$ cat config.mk
export PLATFORM = sky130hd
export DESIGN_NAME = brg_phy_flat
export DESIGN_NICKNAME = d
export VERILOG_FILES = /design/src/inc/brg_pkg.sv /design/src/inc/brg_if.sv /design/src/core/brg_phy.sv /design/src/flat_wrapper.sv
export SDC_FILE = /design/constraint.sdc
export NUM_CORES = 1
export LEC_CHECK = 0
export ABC_CLOCK_PERIOD_IN_PS = 1380
export BUFFER_PORTS_ARGS = -buffer_cell sky130_fd_sc_hd__buf_4
export CELL_PAD_IN_SITES_DETAIL_PLACEMENT = 0
export CELL_PAD_IN_SITES_GLOBAL_PLACEMENT = 1
export CORE_ASPECT_RATIO = 0.75
export CORE_MARGIN = 2
export CORE_UTILIZATION = 31
export CTS_BUF_LIST = sky130_fd_sc_hd__clkbuf_2 sky130_fd_sc_hd__clkbuf_4 sky130_fd_sc_hd__clkbuf_8
export CTS_CLUSTER_SIZE = 25
export DETAILED_ROUTE_END_ITERATION = 8
export PLACE_DENSITY = 0.74
export SLEW_MARGIN = 20
export SYNTH_ARGS = -nofsm -noshare
export SYNTH_HDL_FRONTEND = slang
export SYNTH_SLANG_ARGS = --single-unit
export TNS_END_PERCENT = 5
$ cat constraint.sdc
create_clock -name clk_i -period 1.38 [get_ports clk_i]
set_input_delay 0 -clock clk_i [delete_from_list [all_inputs] [get_ports clk_i]]
set_output_delay 0 -clock clk_i [all_outputs]
set_load 0.02 [all_outputs]
$ cat src/inc/brg_pkg.sv
/*
  Constants and types shared by the bus-reset, root-holdoff and gap-count
  logic of the PHY and by the link-side driver of PHY register 1.
  Assumes one 20 MHz clock and an active-low asynchronous reset on both ends.
*/
// Overview of operation
// - Trigger bit written 1 starts bus reset
// - Trigger, holdoff, gap share register 1
// - Config packets load holdoff and gap, rx/tx
// - Two resets without update force gap 63
// - Register write keeps gap on own reset
// - Link resets bus after sending config packet
// - Follow-up reset rewrites sent packet values
// - Other resets write gap 63, keep holdoff
// - Register 1 written only with trigger set
package brg_pkg;
  localparam int unsigned GAP_W        = 6;
  localparam logic [5:0]  GAP_MAX      = 6'h3f;
  localparam logic [3:0]  REG1_ADDR    = 4'h1;
  localparam int unsigned REG1_TRIG_B  = 6;
  localparam int unsigned REG1_RHB_B   = 7;
  localparam int unsigned REG_W        = 8;
  localparam logic [7:0]  REG1_RST     = 8'h3f;
  localparam logic        HOLDOFF_RST  = 1'b0;
  localparam int unsigned RESET_CYC    = 4;

  typedef enum logic [2:0] {
    BRG_IDLE = 3'b001,
    BRG_RD   = 3'b010,
    BRG_WR   = 3'b100
  } brg_link_st_t;
endpackage : brg_pkg

$ cat src/inc/brg_if.sv
/*
  Connection between the PHY register-1 logic and the link-side driver.
  Assumes both ends share clk_i; wr_stb, rd_stb and rd_valid are synchronous single-cycle strobes.
*/
`timescale 1ns/10ps
`default_nettype none
interface brg_if;
  logic       wr_stb;
  logic       rd_stb;
  logic [3:0] addr;
  logic [7:0] wdata;
  logic [7:0] rdata;
  logic       rd_valid;
  logic       bus_reset;

  modport phy (
    input  wr_stb, rd_stb, addr, wdata,
    output rdata, rd_valid, bus_reset
  );
  modport link (
    output wr_stb, rd_stb, addr, wdata,
    input  rdata, rd_valid, bus_reset
  );
endinterface : brg_if
`default_nettype wire

$ cat src/core/brg_phy.sv
/*
  PHY side: register 1 (trigger, holdoff flag, gap count), config-packet
  loading, consecutive-reset tracking and bus reset generation.
  Assumes config-packet and external reset events arrive as one-cycle pulses.
*/
`timescale 1ns/10ps
`default_nettype none
module brg_phy
  import brg_pkg::*;
(
  input  wire logic             clk_i,
  input  wire logic             rst_n_i,
  brg_if.phy                    reg_if,
  input  wire logic             cfg_pkt_i,
  input  wire logic             cfg_holdoff_i,
  input  wire logic [GAP_W-1:0] cfg_gap_i,
  input  wire logic             ext_reset_i,
  output logic                  bus_reset_o,
  output logic                  root_holdoff_flag_o,
  output logic [GAP_W-1:0]      gap_count_o
);
  import brg_pkg::*;

  logic             holdoff_r, holdoff_nxt;
  logic [GAP_W-1:0] gap_r, gap_nxt;
  logic             consec_r, consec_nxt;
  logic [2:0]       rst_cnt_r, rst_cnt_nxt;
  logic [7:0]       rdata_r, rdata_nxt;
  logic             rvld_r, rvld_nxt;
  logic             reg1_wr, trig_wr, rst_start;

  ////////////////////////////////////////////////////////////////////////////
  always_comb begin
    reg1_wr     = reg_if.wr_stb && (reg_if.addr == REG1_ADDR);
    trig_wr     = reg1_wr && reg_if.wdata[REG1_TRIG_B];
    rst_start   = trig_wr || ext_reset_i;
    holdoff_nxt = holdoff_r;
    gap_nxt     = gap_r;
    consec_nxt  = consec_r;
    rst_cnt_nxt = (rst_cnt_r != 3'h0) ? rst_cnt_r - 3'h1 : 3'h0;
    if (rst_start) begin
      rst_cnt_nxt = 3'(RESET_CYC);
    end
    if (ext_reset_i && !reg1_wr && !cfg_pkt_i) begin
      if (consec_r) begin
        gap_nxt = GAP_MAX;
      end
      consec_nxt = 1'b1;
    end
    if (cfg_pkt_i) begin
      holdoff_nxt = cfg_holdoff_i;
      gap_nxt     = cfg_gap_i;
      consec_nxt  = 1'b0;
    end
    if (reg1_wr) begin
      holdoff_nxt = reg_if.wdata[REG1_RHB_B];
      gap_nxt     = reg_if.wdata[GAP_W-1:0];
      consec_nxt  = trig_wr;
    end
    if (ext_reset_i && (reg1_wr || cfg_pkt_i)) begin
      consec_nxt = 1'b1;
    end
    rvld_nxt  = reg_if.rd_stb;
    rdata_nxt = 8'h00;
    if (reg_if.rd_stb && (reg_if.addr == REG1_ADDR)) begin
      rdata_nxt = {holdoff_r, 1'b0, gap_r};
    end
  end

  always_ff @(posedge clk_i or negedge rst_n_i) begin
    if (!rst_n_i) begin
      holdoff_r <= HOLDOFF_RST;
      gap_r     <= REG1_RST[GAP_W-1:0];
      consec_r  <= 1'b0;
      rst_cnt_r <= 3'h0;
      rdata_r   <= 8'h00;
      rvld_r    <= 1'b0;
    end else begin
      holdoff_r <= holdoff_nxt;
      gap_r     <= gap_nxt;
      consec_r  <= consec_nxt;
      rst_cnt_r <= rst_cnt_nxt;
      rdata_r   <= rdata_nxt;
      rvld_r    <= rvld_nxt;
    end
  end

  ////////////////////////////////////////////////////////////////////////////
  // Reset pulse is registered, so it trails the trigger by one cycle
  logic busrst_r;
  always_ff @(posedge clk_i or negedge rst_n_i) begin
    if (!rst_n_i) begin
      busrst_r <= 1'b0;
    end else begin
      busrst_r <= (rst_cnt_nxt != 3'h0);
    end
  end

  assign reg_if.rdata       = rdata_r;
  assign reg_if.rd_valid    = rvld_r;
  assign reg_if.bus_reset   = busrst_r;
  assign bus_reset_o        = busrst_r;
  assign root_holdoff_flag_o = holdoff_r;
  assign gap_count_o        = gap_r;
endmodule : brg_phy
`default_nettype wire

$ cat src/flat_wrapper.sv
// flat-port wrapper written by rule: the top's interface ports become plain ports
module brg_phy_flat import brg_pkg::*;
  (clk_i, rst_n_i, cfg_pkt_i, cfg_holdoff_i, cfg_gap_i, ext_reset_i, bus_reset_o, root_holdoff_flag_o, gap_count_o, reg_if_wr_stb, reg_if_rd_stb, reg_if_addr, reg_if_wdata, reg_if_rdata, reg_if_rd_valid, reg_if_bus_reset);
  brg_if reg_if_i ();
  input  wire logic clk_i;
  input  wire logic rst_n_i;
  input  wire logic cfg_pkt_i;
  input  wire logic cfg_holdoff_i;
  input  wire logic [GAP_W-1:0] cfg_gap_i;
  input  wire logic ext_reset_i;
  output logic bus_reset_o;
  output logic root_holdoff_flag_o;
  output logic [GAP_W-1:0] gap_count_o;
  input wire logic [$bits(reg_if_i.wr_stb)-1:0] reg_if_wr_stb;
  input wire logic [$bits(reg_if_i.rd_stb)-1:0] reg_if_rd_stb;
  input wire logic [$bits(reg_if_i.addr)-1:0] reg_if_addr;
  input wire logic [$bits(reg_if_i.wdata)-1:0] reg_if_wdata;
  output wire logic [$bits(reg_if_i.rdata)-1:0] reg_if_rdata;
  output wire logic [$bits(reg_if_i.rd_valid)-1:0] reg_if_rd_valid;
  output wire logic [$bits(reg_if_i.bus_reset)-1:0] reg_if_bus_reset;
  assign reg_if_i.wr_stb = reg_if_wr_stb;
  assign reg_if_i.rd_stb = reg_if_rd_stb;
  assign reg_if_i.addr = reg_if_addr;
  assign reg_if_i.wdata = reg_if_wdata;
  assign reg_if_rdata = reg_if_i.rdata;
  assign reg_if_rd_valid = reg_if_i.rd_valid;
  assign reg_if_bus_reset = reg_if_i.bus_reset;
  brg_phy u_core (.clk_i(clk_i), .rst_n_i(rst_n_i), .reg_if(reg_if_i), .cfg_pkt_i(cfg_pkt_i), .cfg_holdoff_i(cfg_holdoff_i), .cfg_gap_i(cfg_gap_i), .ext_reset_i(ext_reset_i), .bus_reset_o(bus_reset_o), .root_holdoff_flag_o(root_holdoff_flag_o), .gap_count_o(gap_count_o));
endmodule
# Word level (Yosys, flattened, before mapping)
# Cells that the tools add are included.
# totals
register_bits,21
output_inout_bits,18
wordCells,39
# op_classes
addsub,1
eq_ne,1
mux,13
reduce_logical,17
# op_table
operator,count
$mux 6,4
$reduce_bool 3->1,4
$mux 8,1
$logic_and 1x1->1,6
$mux 1,6
$mux 3,2
$eq 4x1->1 const B,1
$reduce_bool 4->1,1
$sub 3x1->3 const B,1
$logic_not 1->1,2
$logic_or 1x1->1,2
$reduce_and 2->1,1
$reduce_bool 2->1,1

# Logic depth before layout (Yosys ltp)
# Gate-level depths: netlist of the first run.
# logic_depth
depth_word,9
depth_mapped,4
depth_no_buf,4

# Least setup slack after synthesis of the first run
# No wires, ideal clock.
# synth_timing
path_type,register to register
startpoint,register u_core.rst_cnt_r[0]
endpoint,"register u_core.busrst_r, in the netlist u_core.bus_reset_o"
setup_ns,0.139
arrival_ns,1.263
path_slack_ns,-0.022
path_stages_with_launch,5
cell_sequence,dfrtp_1 > nor2_1 > inv_1 > ha_1 > or4b_1
# synth_between
elab_chain_cells,4
elab_cells_between_ends,5
cone_classes,1 x add/sub; 2 x mux; 2 x reduce/logical
# synth_lines
element,line_no,text
from (decl),brg_phy.sv:27,"logic [2:0] rst_cnt_r, rst_cnt_nxt;"
from (signal assigned),brg_phy.sv:82,rst_cnt_r <= rst_cnt_nxt;
$sub 3x1->3 / $reduce_bool 3->1 (equally long branches),brg_phy.sv:40,rst_cnt_nxt = (rst_cnt_r != 3'h0) ? rst_cnt_r - 3'h1 : 3'h0;
$mux 3 (*),brg_phy.sv:40,
$mux 3 (*),brg_phy.sv:41,if (rst_start) begin
$reduce_bool 3->1 (*),brg_phy.sv:95,busrst_r <= (rst_cnt_nxt != 3'h0);
to (signal assigned),brg_phy.sv:95,
to (decl),brg_phy.sv:90,logic busrst_r;
# Every way passes the cells marked *; elsewhere a longest branch is shown, timed or not.
# A chain may end at the register's enable or synchronous reset.

# Final worst setup path of the first run
# Same ends and word-level chain as after synthesis.

==> summary.txt, run 1 <==
POWER
--------------------------------------------------------------------------------------
Leak Pwr                                                                  0.0007617 µW
Overall power of the completed layout                                          1555 µW
Power density over cell area                                               1106 nW/µm²
VDD IR max                                                                    662.9 µV

STA
--------------------------------------------------------------------------------------
Count of endpoints failing hold in the final timing report                           0
Worst setup slack after layout                                               -17.95 ps
Highest clock frequency the design can meet                                 0.7153 GHz
Sum of negative setup slack                                                  -17.95 ps
Final-report max-slew violation count                                                0
Final setup vio count                                                                1
RSZ-0062 raised after global routing                                              true
Max-Slew Margin vs Limit                                                        0.6686
Fin crit share                                                                   1.013
Hold slack final                                                              48.57 ps
Min Tclk post-route                                                            1398 ps
Slew of the pin with the lowest slew margin                                   495.0 ps
Worst clock skew                                                              1.978 ps

FLOORPLAN
--------------------------------------------------------------------------------------
Number of I/O pins                                                                  43
DIE AREA                                                                      3253 µm²
Std-Cell Core Area                                                            2643 µm²
Die Ht                                                                        49.90 µm
Die Width                                                                     65.20 µm
Starting density of the core                                                    0.3295
# rows                                                                              16

DETAILED ROUTING
--------------------------------------------------------------------------------------
Detailed-router iteration count before antenna repair                                2
Mean routed wirelength per cell                                               11.71 µm
Count of vias placed by the detailed router                                        699
DRT Wirelength                                                                 1873 µm
DR DRC count                                                                         0
Ratio of routed vias to standard cells                                           4.369
Antenna-violating nets left                                                          0
Number of DRC markers in iteration 0                                                25

CLOCKING
--------------------------------------------------------------------------------------
CTS tree                                                                         built
Number of sinks on the clock net                                                    20
Insertion delay of the later-clocked pin in the worst-skew pair                 260 ps
Number of buffers between clock root and the deepest sink                            2
Clk Tree Root Cell                                                            clkbuf_8
Clock buffers created by TritonCTS                                                   3
Number of H-tree branching levels                                                    1
Clock slew at reported path FFs                                                  70 ps

CRITICAL PATH
--------------------------------------------------------------------------------------
Category of the critical setup timing path                                  reg -> reg
Slowest library cell on the worst path                                          or4b_1
Largest fanout on the critical path                                                  3
FF-to-FF setup slack                                                            -20 ps
Critical-path cell list                                                   nor2_4, ha_2, a21oi_1, or4b_1
Stage delay of the slowest cell on the critical path                            490 ps
CP Data Required Time                                                          1510 ps
Endpoint class of the critical path                                               flop
Data arrival time of the worst path                                            1530 ps
Crit path launch type                                                             flop

SYNTH
--------------------------------------------------------------------------------------
Post-Synthesis Cell Area                                                     870.8 µm²
Mapped Avg Cell Area                                                         12.62 µm²
Number of warnings reported in the yosys synthesis log                               0
Netlist cell types                                                                  22
Fraction of the yosys area taken by sequential cells                            0.5833
Post-synthesis sequential element count                                             20
Cell count after synthesis                                                          69
Number of nets in the synthesized netlist                                           96

FINAL LAYOUT
--------------------------------------------------------------------------------------
Filler instances                                                                   246
Diode insertion count for antenna repair                                             0
Final cell count without fillers                                                   160
NumNets Final                                                                      152
Layout overhead on the synthesized area                                         61.35%
Ratio of cells with drive above 1 in the final layout                           0.5726
Top library cells by usage in the layout, fill and taps aside             44 x buf_4, 14 x dfrtp_1, 9 x inv_1, 9 x dlygate4sd3_1, 7 x and3_2
Post-route cell area                                                          1405 µm²
Most common cell after layout, fill and taps aside                               buf_4

FLOW RUN
--------------------------------------------------------------------------------------
Reported max-cap violation count                                                     0

GLOBAL ROUTING
--------------------------------------------------------------------------------------
GRT Total Usage                                                                 0.1244
Remaining global-route overflow                                                      0
Antenna violations before repair                                                     0
Number of global-route vias before repair                                          647
Largest net degree at the start of global routing                                   21
Wire length of the first global-routing pass                                   3029 µm

PLACEMENT
--------------------------------------------------------------------------------------
Placed inst area                                                              1219 µm²
Placed Cells                                                                       145
DP HPWL                                                                        1433 µm
Number of input and output port buffers inserted                                    41
Weighted congestion reported at the end of routability-driven placement         0.6247

WORST HOLD PATH
--------------------------------------------------------------------------------------
Classification of the worst-slack hold path                                  in -> reg

OUTCOME
--------------------------------------------------------------------------------------
Violations in the final reports                                           setup timing
Result of the run                                                         complete, but fails checks

[synthesized netlist by cell type]
library cell	n	share of area
mux2i_1	6	0.069
conb_1	1	0.0043
inv_1	9	0.039
ha_1	2	0.029
or4b_1	1	0.011
nor4b_4	1	0.027
nor3_1	1	0.0057
nand2b_1	1	0.0072
dfrtp_1	14	0.40
nand2_1	2	0.0086
buf_4	2	0.017
dfstp_2	6	0.18
a21o_1	1	0.0086
nand2_4	1	0.013
or2_2	1	0.0072
mux2_2	1	0.013
nor2_1	1	0.0043
mux2_4	1	0.017
and3_2	7	0.060
o22ai_1	6	0.043
a31o_2	2	0.020
a21oi_1	2	0.011
[what timing repair did]
action                                  CTS  global route
setup buffers                             1             1
hold buffers                              9             0
resized for setup                         1             2
endpoints found under the setup margin    1             1
pin swaps                                 1             2
hold endpoints to repair                 28             0
[worst paths after layout]
kind	depth (start not counted)	start	endpoint
max in group asynchronous	2	rst_n_i	u_core.gap_count_o[2]
hold reg to reg	1	u_core.consec_r	u_core.consec_r
setup reg to reg	4	u_core.rst_cnt_r[0]	u_core.bus_reset_o
setup / recovery	4	u_core.rst_cnt_r[0]	u_core.bus_reset_o
min in group asynchronous	2	rst_n_i	u_core.rst_cnt_r[1]
hold / removal	3	cfg_gap_i[2]	u_core.gap_count_o[2]
[flip-flops by register name, summed over array words and instances, names as in the netlist]
| name | cells |
|---|---|
| u_core.reg_if.rd_valid | 1 |
| u_core.reg_if.rdata | 7 |
| u_core.bus_reset_o | 1 |
| u_core.rst_cnt_r | 3 |
| u_core.gap_count_o | 6 |
| u_core.consec_r | 1 |
| u_core.root_holdoff_flag_o | 1 |
[logic make-up after synthesis]
family / after synthesis / synth area share
buffers and inverters: 11 / 0.05603
flip-flops: 20 / 0.5833
multiplexers: 8 / 0.09913
AO/OA/AOI/OAI: 11 / 0.08335
adder cells (fa/ha/maj): 2 / 0.02873
AND/OR/NAND/NOR: 16 / 0.1451
other: 1 / 0.004306
[stage by stage]
step                  util  worst slack, ps
finish              0.5317           -17.95
detailed placement  0.4612           -34.70
floorplan                -            4.036
global placement    0.4612            8.392
global route        0.5317           -73.67
CTS                 0.5260           -43.22
[power breakdown]
part	leakage, µW	switching (µW)	internal [µW]
sequential	0.000241	35.0	641
clock	0.0000357	184	387
combinational	0.000485	138	170
[final cells by class]
cell class                 count  area (µm²)  share of cell area
multi-input combinational     38       326.6              0.2324
tap                           36       45.04             0.03206
clock inverter                 1       30.03             0.02137
timing repair buffer          53       420.4              0.2992
sequential                    20       508.0              0.3615
clock buffer                   3       41.29             0.02939
inverter                       9       33.78             0.02404
[critical path: cells and delay by family (launching register included)]
kind / cells / cell delay (ps)
simple gates: 2 / 630
compound gates: 1 / 60
flops: 1 / 410
fa+ha+maj: 1 / 190
[routing by layer]
metal,up-vias,global-route usage,part of all wire
li1,344,-,-
met1,327,0.1681,0.45
met2,23,0.1735,0.48
met3,5,0.05251,0.062
met4,0,0.05208,0.011
met5,-,0,0
(Power assumes the default switching activity.)
==> run 2: changes to the inputs <==
- SETUP_SLACK_MARGIN: not set -> 0.5
==> summary.txt, run 2 (synthesis results as in run 1) <==
POWER
--------------------------------------------------------------------------------------
Share of power burned in the clock network                                       0.357
Power share of the combinational group                                           0.221
Switching fraction of total power                                               0.2420
Total net switching power                                                     391.7 µW
Internal power summed over all cells                                           1227 µW
Leak Pwr                                                                  0.0007926 µW
Power density over cell area                                               1084 nW/µm²
VDD IR max                                                                    727.2 µV
Share of total power in sequential cells                                         0.422

CRITICAL PATH
--------------------------------------------------------------------------------------
Endpoint class of the critical path                                               flop
Critical-path cell list                                                   nor2_2, ha_2, a21oi_2, or4b_1
Worst reg-to-reg path cell count                                                     4
FF-to-FF setup slack                                                            -40 ps
Worst r2r src                                                             u_core.rst_cnt_r[0]
Largest fanout on the critical path                                                  3
Critical path capture point                                               u_core.bus_reset_o
Stage delay of the slowest cell on the critical path                            450 ps
Crit path launch type                                                             flop
Slowest library cell on the worst path                                          or4b_1
CP Data Required Time                                                          1520 ps
R2r endpoint                                                              u_core.bus_reset_o
Category of the critical setup timing path                                  reg -> reg
Data arrival time of the worst path                                            1550 ps
Start point of the critical path                                          u_core.rst_cnt_r[0]

STA
--------------------------------------------------------------------------------------
Fin crit share                                                                   1.028
Final-report max-slew violation count                                                0
Hold slack final                                                              46.77 ps
Highest clock frequency the design can meet                                 0.7051 GHz
Count of endpoints failing hold in the final timing report                           0
RSZ-0062 raised after global routing                                              true
Worst clock skew                                                              2.976 ps
Min Tclk post-route                                                            1418 ps
Final setup vio count                                                                1
Worst setup slack after layout                                               -38.31 ps

DETAILED ROUTING
--------------------------------------------------------------------------------------
Number of DRC markers in iteration 0                                                32
DRT Wirelength                                                                 2222 µm
Count of vias placed by the detailed router                                        723
DR DRC count                                                                         0
Mean routed wirelength per cell                                               13.80 µm
Ratio of routed vias to standard cells                                           4.491
Antenna-violating nets left                                                          0
Detailed-router iteration count before antenna repair                                4

FLOORPLAN
--------------------------------------------------------------------------------------
DIE AREA                                                                      3253 µm²
Die Ht                                                                        49.90 µm
Std-Cell Core Area                                                            2643 µm²
# rows                                                                              16
Number of I/O pins                                                                  43
Starting density of the core                                                    0.3295
Die Width                                                                     65.20 µm

GLOBAL ROUTING
--------------------------------------------------------------------------------------
Remaining global-route overflow                                                      0
Wire length of the first global-routing pass                                   3532 µm
Antenna violations before repair                                                     0
Largest net degree at the start of global routing                                   21
GRT Total Usage                                                                 0.1462
Number of global-route vias before repair                                          739

CLOCKING
--------------------------------------------------------------------------------------
Number of sinks on the clock net                                                    20
Insertion delay of the later-clocked pin in the worst-skew pair                 260 ps
Clock slew at reported path FFs                                                  70 ps
CTS tree                                                                         built
Clock buffers created by TritonCTS                                                   3
Number of H-tree branching levels                                                    1
Clk Tree Root Cell                                                            clkbuf_8
Number of buffers between clock root and the deepest sink                            2

FLOW RUN
--------------------------------------------------------------------------------------
Reported max-cap violation count                                                     0

PLACEMENT
--------------------------------------------------------------------------------------
Weighted congestion reported at the end of routability-driven placement         0.7056
Placed Cells                                                                       146
DP HPWL                                                                        1493 µm
Number of input and output port buffers inserted                                    41

OUTCOME
--------------------------------------------------------------------------------------
Violations in the final reports                                           setup timing
Result of the run                                                         complete, but fails checks

FINAL LAYOUT
--------------------------------------------------------------------------------------
Final cell count without fillers                                                   161
Core Util, Final                                                                0.5653
Ratio of cells with drive above 1 in the final layout                           0.6640
Layout overhead on the synthesized area                                         71.55%
Sequential standard cell area                                                508.0 µm²
Number of flip-flops under the largest register name                                 7
Area of combinational cells with multiple inputs                             385.4 µm²
Filler instances                                                                   246
Most common cell after layout, fill and taps aside                               buf_4
NumNets Final                                                                      153
Diode insertion count for antenna repair                                             0
Top library cells by usage in the layout, fill and taps aside             39 x buf_4, 14 x dfrtp_1, 9 x inv_1, 9 x dlygate4sd3_1, 7 x and3_2

WORST HOLD PATH
--------------------------------------------------------------------------------------
Classification of the worst-slack hold path                                  in -> reg

-- run 2: through the flow --
step / total power, µW / cell area (µm²) / setup WS (ps) / TNS [ps]
final: 1619 / 1494 / -38.31 / -38.31
after global routing: 1691 / 1494 / -128.1 / -128.1
after CTS: 1617 / 1484 / -13.96 / -13.96
after detailed placement: 961.0 / 1229 / -45.31 / -45.31
after global placement: 952.3 / 1229 / 19.76 / 0
after floorplan: 815.5 / 875.8 / 36.59 / 0
-- run 2: area by class of cell --
cell class | instances | area share
multi-input combinational | 38 | 0.2580
timing repair buffer | 54 | 0.3015
inverter | 9 | 0.02261
sequential | 20 | 0.3400
clock inverter | 1 | 0.02010
clock buffer | 3 | 0.02764
tap | 36 | 0.03015
-- run 2: critical path, delay by kind of cell (launching register included) --
kind                       cells  cell delay [ps]
and+or+nand+nor                2              620
DFF                            1              400
adders and majority gates      1              220
AOI/OAI and AO/OA              1               60
-- run 2: per-layer routing --
metal	up-vias	routed length, µm	GRT usage
met4	0	23	0.04167
met1	349	985	0.1899
li1	345	-	-
met5	-	0	0
met2	25	1078	0.2279
met3	4	135	0.05479
-- run 2: how the worst min path moves through the flow --
| stage | from | slack, ps | to | cells after the start |
|---|---|---|---|---|
| global route | cfg_gap_i[2] | 50 | u_core.gap_count_o[2] | 3 |
| floorplan | rst_n_i | -300 | u_core.bus_reset_o | 0 |
| CTS | cfg_gap_i[2] | 40 | u_core.gap_count_o[2] | 3 |
| finish | cfg_gap_i[2] | 50 | u_core.gap_count_o[2] | 3 |
| detailed placement | rst_n_i | -110 | u_core.reg_if.rdata[7] | 1 |
| global placement | rst_n_i | -110 | u_core.bus_reset_o | 1 |
-- run 2: repair_timing --
item / CTS / global route
endpoints found under the setup margin: 16 / 17
hold endpoints to repair: 28 / 0
resized for setup: 16 / 3
pin swaps: 10 / 8
hold buffers: 9 / 0
setup buffers: 2 / 0
-- run 2: power by group through the flow --
stage | clock, µW | combinational [µW] | sequential [µW]
floorplan | 0 | 102 | 714
global placement | 0 | 268 | 684
detailed placement | 0 | 276 | 685
CTS | 592 | 344 | 681
global route | 616 | 387 | 688
finish | 579 | 357 | 683
==> run 3: changes to the inputs <==
==> constraint.sdc (replaced) <==
create_clock -name clk_i -period 1.38 [get_ports clk_i]
set_input_delay 0.069 -clock clk_i [delete_from_list [all_inputs] [get_ports clk_i]]
set_output_delay 0.069 -clock clk_i [all_outputs]
set_load 0.02 [all_outputs]
==> summary.txt, run 3 (synthesis results as in run 1) <==
FINAL LAYOUT
--------------------------------------------------------------------------------------
Filler instances                                                                   247
Number of flip-flops under the largest register name                                 7
Core Util, Final                                                                0.5384
Ratio of cells with drive above 1 in the final layout                           0.6387
Area of combinational cells with multiple inputs                             346.6 µm²
Top library cells by usage in the layout, fill and taps aside             32 x buf_4, 14 x buf_6, 14 x dfrtp_1
Most common cell after layout, fill and taps aside                               buf_4
NumNets Final                                                                      147
Diode insertion count for antenna repair                                             0
Sequential standard cell area                                                508.0 µm²
Layout overhead on the synthesized area                                         63.36%

CRITICAL PATH
--------------------------------------------------------------------------------------
Largest fanout on the critical path                                                  3
FF-to-FF setup slack                                                            -50 ps
Critical-path cell list                                                   nor2_2, inv_1, ha_2, or4b_1
Buf/Inv on CP                                                                        1
Endpoint class of the critical path                                               flop
Slowest library cell on the worst path                                          or4b_1
CP Data Required Time                                                          1510 ps
Stage delay of the slowest cell on the critical path                            500 ps
Top cell family by delay on the critical path                             simple AND/OR/NAND/NOR gates
Data arrival time of the worst path                                            1560 ps
Category of the critical setup timing path                                  reg -> reg
Crit path launch type                                                             flop

STA
--------------------------------------------------------------------------------------
Highest clock frequency the design can meet                                 0.6991 GHz
Hold slack final                                                              17.78 ps
RSZ-0062 raised after global routing                                              true
Fin crit share                                                                   1.037
Worst setup slack after layout                                               -50.41 ps
Final setup vio count                                                                1
Worst clock skew                                                              6.254 ps
Final-report max-slew violation count                                                0
Min Tclk post-route                                                            1430 ps
Count of endpoints failing hold in the final timing report                           0

POWER
--------------------------------------------------------------------------------------
Total net switching power                                                     362.5 µW
Switching fraction of total power                                               0.2303
Share of power burned in the clock network                                       0.360
Leak Pwr                                                                  0.0007653 µW
Share of total power in sequential cells                                         0.432
VDD IR max                                                                    660.6 µV
Power density over cell area                                               1106 nW/µm²
Internal power summed over all cells                                           1211 µW
Power share of the combinational group                                           0.208
Overall power of the completed layout                                          1574 µW

FLOORPLAN
--------------------------------------------------------------------------------------
Die Width                                                                     65.20 µm
Std-Cell Core Area                                                            2643 µm²
# rows                                                                              16
Starting density of the core                                                    0.3295
DIE AREA                                                                      3253 µm²
Die Ht                                                                        49.90 µm
Number of I/O pins                                                                  43

FLOW RUN
--------------------------------------------------------------------------------------
Reported max-cap violation count                                                     0

PLACEMENT
--------------------------------------------------------------------------------------
Number of input and output port buffers inserted                                    41
Weighted congestion reported at the end of routability-driven placement         0.6975
DP HPWL                                                                        1456 µm

CLOCKING
--------------------------------------------------------------------------------------
Number of buffers between clock root and the deepest sink                            2
CTS tree                                                                         built
Clock slew at reported path FFs                                                  70 ps
Clock buffers created by TritonCTS                                                   3
Insertion delay of the later-clocked pin in the worst-skew pair                 250 ps
Number of H-tree branching levels                                                    1
Clk Tree Root Cell                                                            clkbuf_8
Number of sinks on the clock net                                                    20

GLOBAL ROUTING
--------------------------------------------------------------------------------------
GRT Total Usage                                                                 0.1322
Number of global-route vias before repair                                          689
Wire length of the first global-routing pass                                   3263 µm
Largest net degree at the start of global routing                                   21
Remaining global-route overflow                                                      0
Antenna violations before repair                                                     0

DETAILED ROUTING
--------------------------------------------------------------------------------------
DR DRC count                                                                         0
Antenna-violating nets left                                                          0
Ratio of routed vias to standard cells                                           4.361
Mean routed wirelength per cell                                               12.21 µm
Detailed-router iteration count before antenna repair                                4
Count of vias placed by the detailed router                                        676
DRT Wirelength                                                                 1892 µm
Number of DRC markers in iteration 0                                                20

OUTCOME
--------------------------------------------------------------------------------------
Violations in the final reports                                           setup timing
Result of the run                                                         complete, but fails checks

WORST HOLD PATH
--------------------------------------------------------------------------------------
Classification of the worst-slack hold path                                  in -> reg

==> run 3: power by group through the flow <==
stage,sequential [µW],combinational (µW),clock (µW)
floorplan,714,102,0
global placement,684,269,0
detailed placement,684,276,0
CTS,677,308,581
global route,686,356,614
finish,679,328,566
==> run 3: cell type report <==
cell class | count | area share
sequential | 20 | 0.3571
multi-input combinational | 38 | 0.2436
tap | 36 | 0.03166
clock inverter | 1 | 0.02111
timing repair buffer | 48 | 0.2938
inverter | 9 | 0.02375
clock buffer | 3 | 0.02902
==> run 3: per-stage QoR <==
stage	setup WS [ps]	TNS, ps	instance area (µm²)	instances
global route	-86.05	-86.05	1423	155
finish	-50.41	-50.41	1423	155
global placement	18.25	0	1236	147
floorplan	36.59	0	875.8	69
detailed placement	-47.56	-47.56	1236	147
CTS	-31.19	-31.19	1373	154
==> run 3: timing repair <==
action	in CTS	in global routing
endpoints found under the hold margin	21	0
buffers inserted	1	1
endpoints found under the setup margin	17	25
resized for setup	10	10
hold buffers	2	0
pin swaps	11	11
==> run 3: worst min-delay path, stage by stage <==
cell and delay [ps]:
buf_4 110, inv_1 40, mux2i_1 50
==> run 3: path summary, 6_finish.rpt <==
check / from / end / depth (start not counted)
max: u_core.rst_cnt_r[1] / u_core.bus_reset_o / 4
min: reg_if_wdata[4] / u_core.gap_count_o[4] / 3
max reg2reg: u_core.rst_cnt_r[1] / u_core.bus_reset_o / 4
min reg2reg: u_core.consec_r / u_core.consec_r / 1
max in group asynchronous: rst_n_i / u_core.gap_count_o[5] / 2
min in group asynchronous: rst_n_i / u_core.reg_if.rdata[4] / 2
==> run 3: metal layers <==
metal  vias up  part of all wire  global-route usage
met5         -                 0                   0
met4         0                 0             0.02083
met3         0             0.074             0.04795
met2        25              0.47              0.2109
met1       316              0.46              0.1755
li1        335                 -                   -
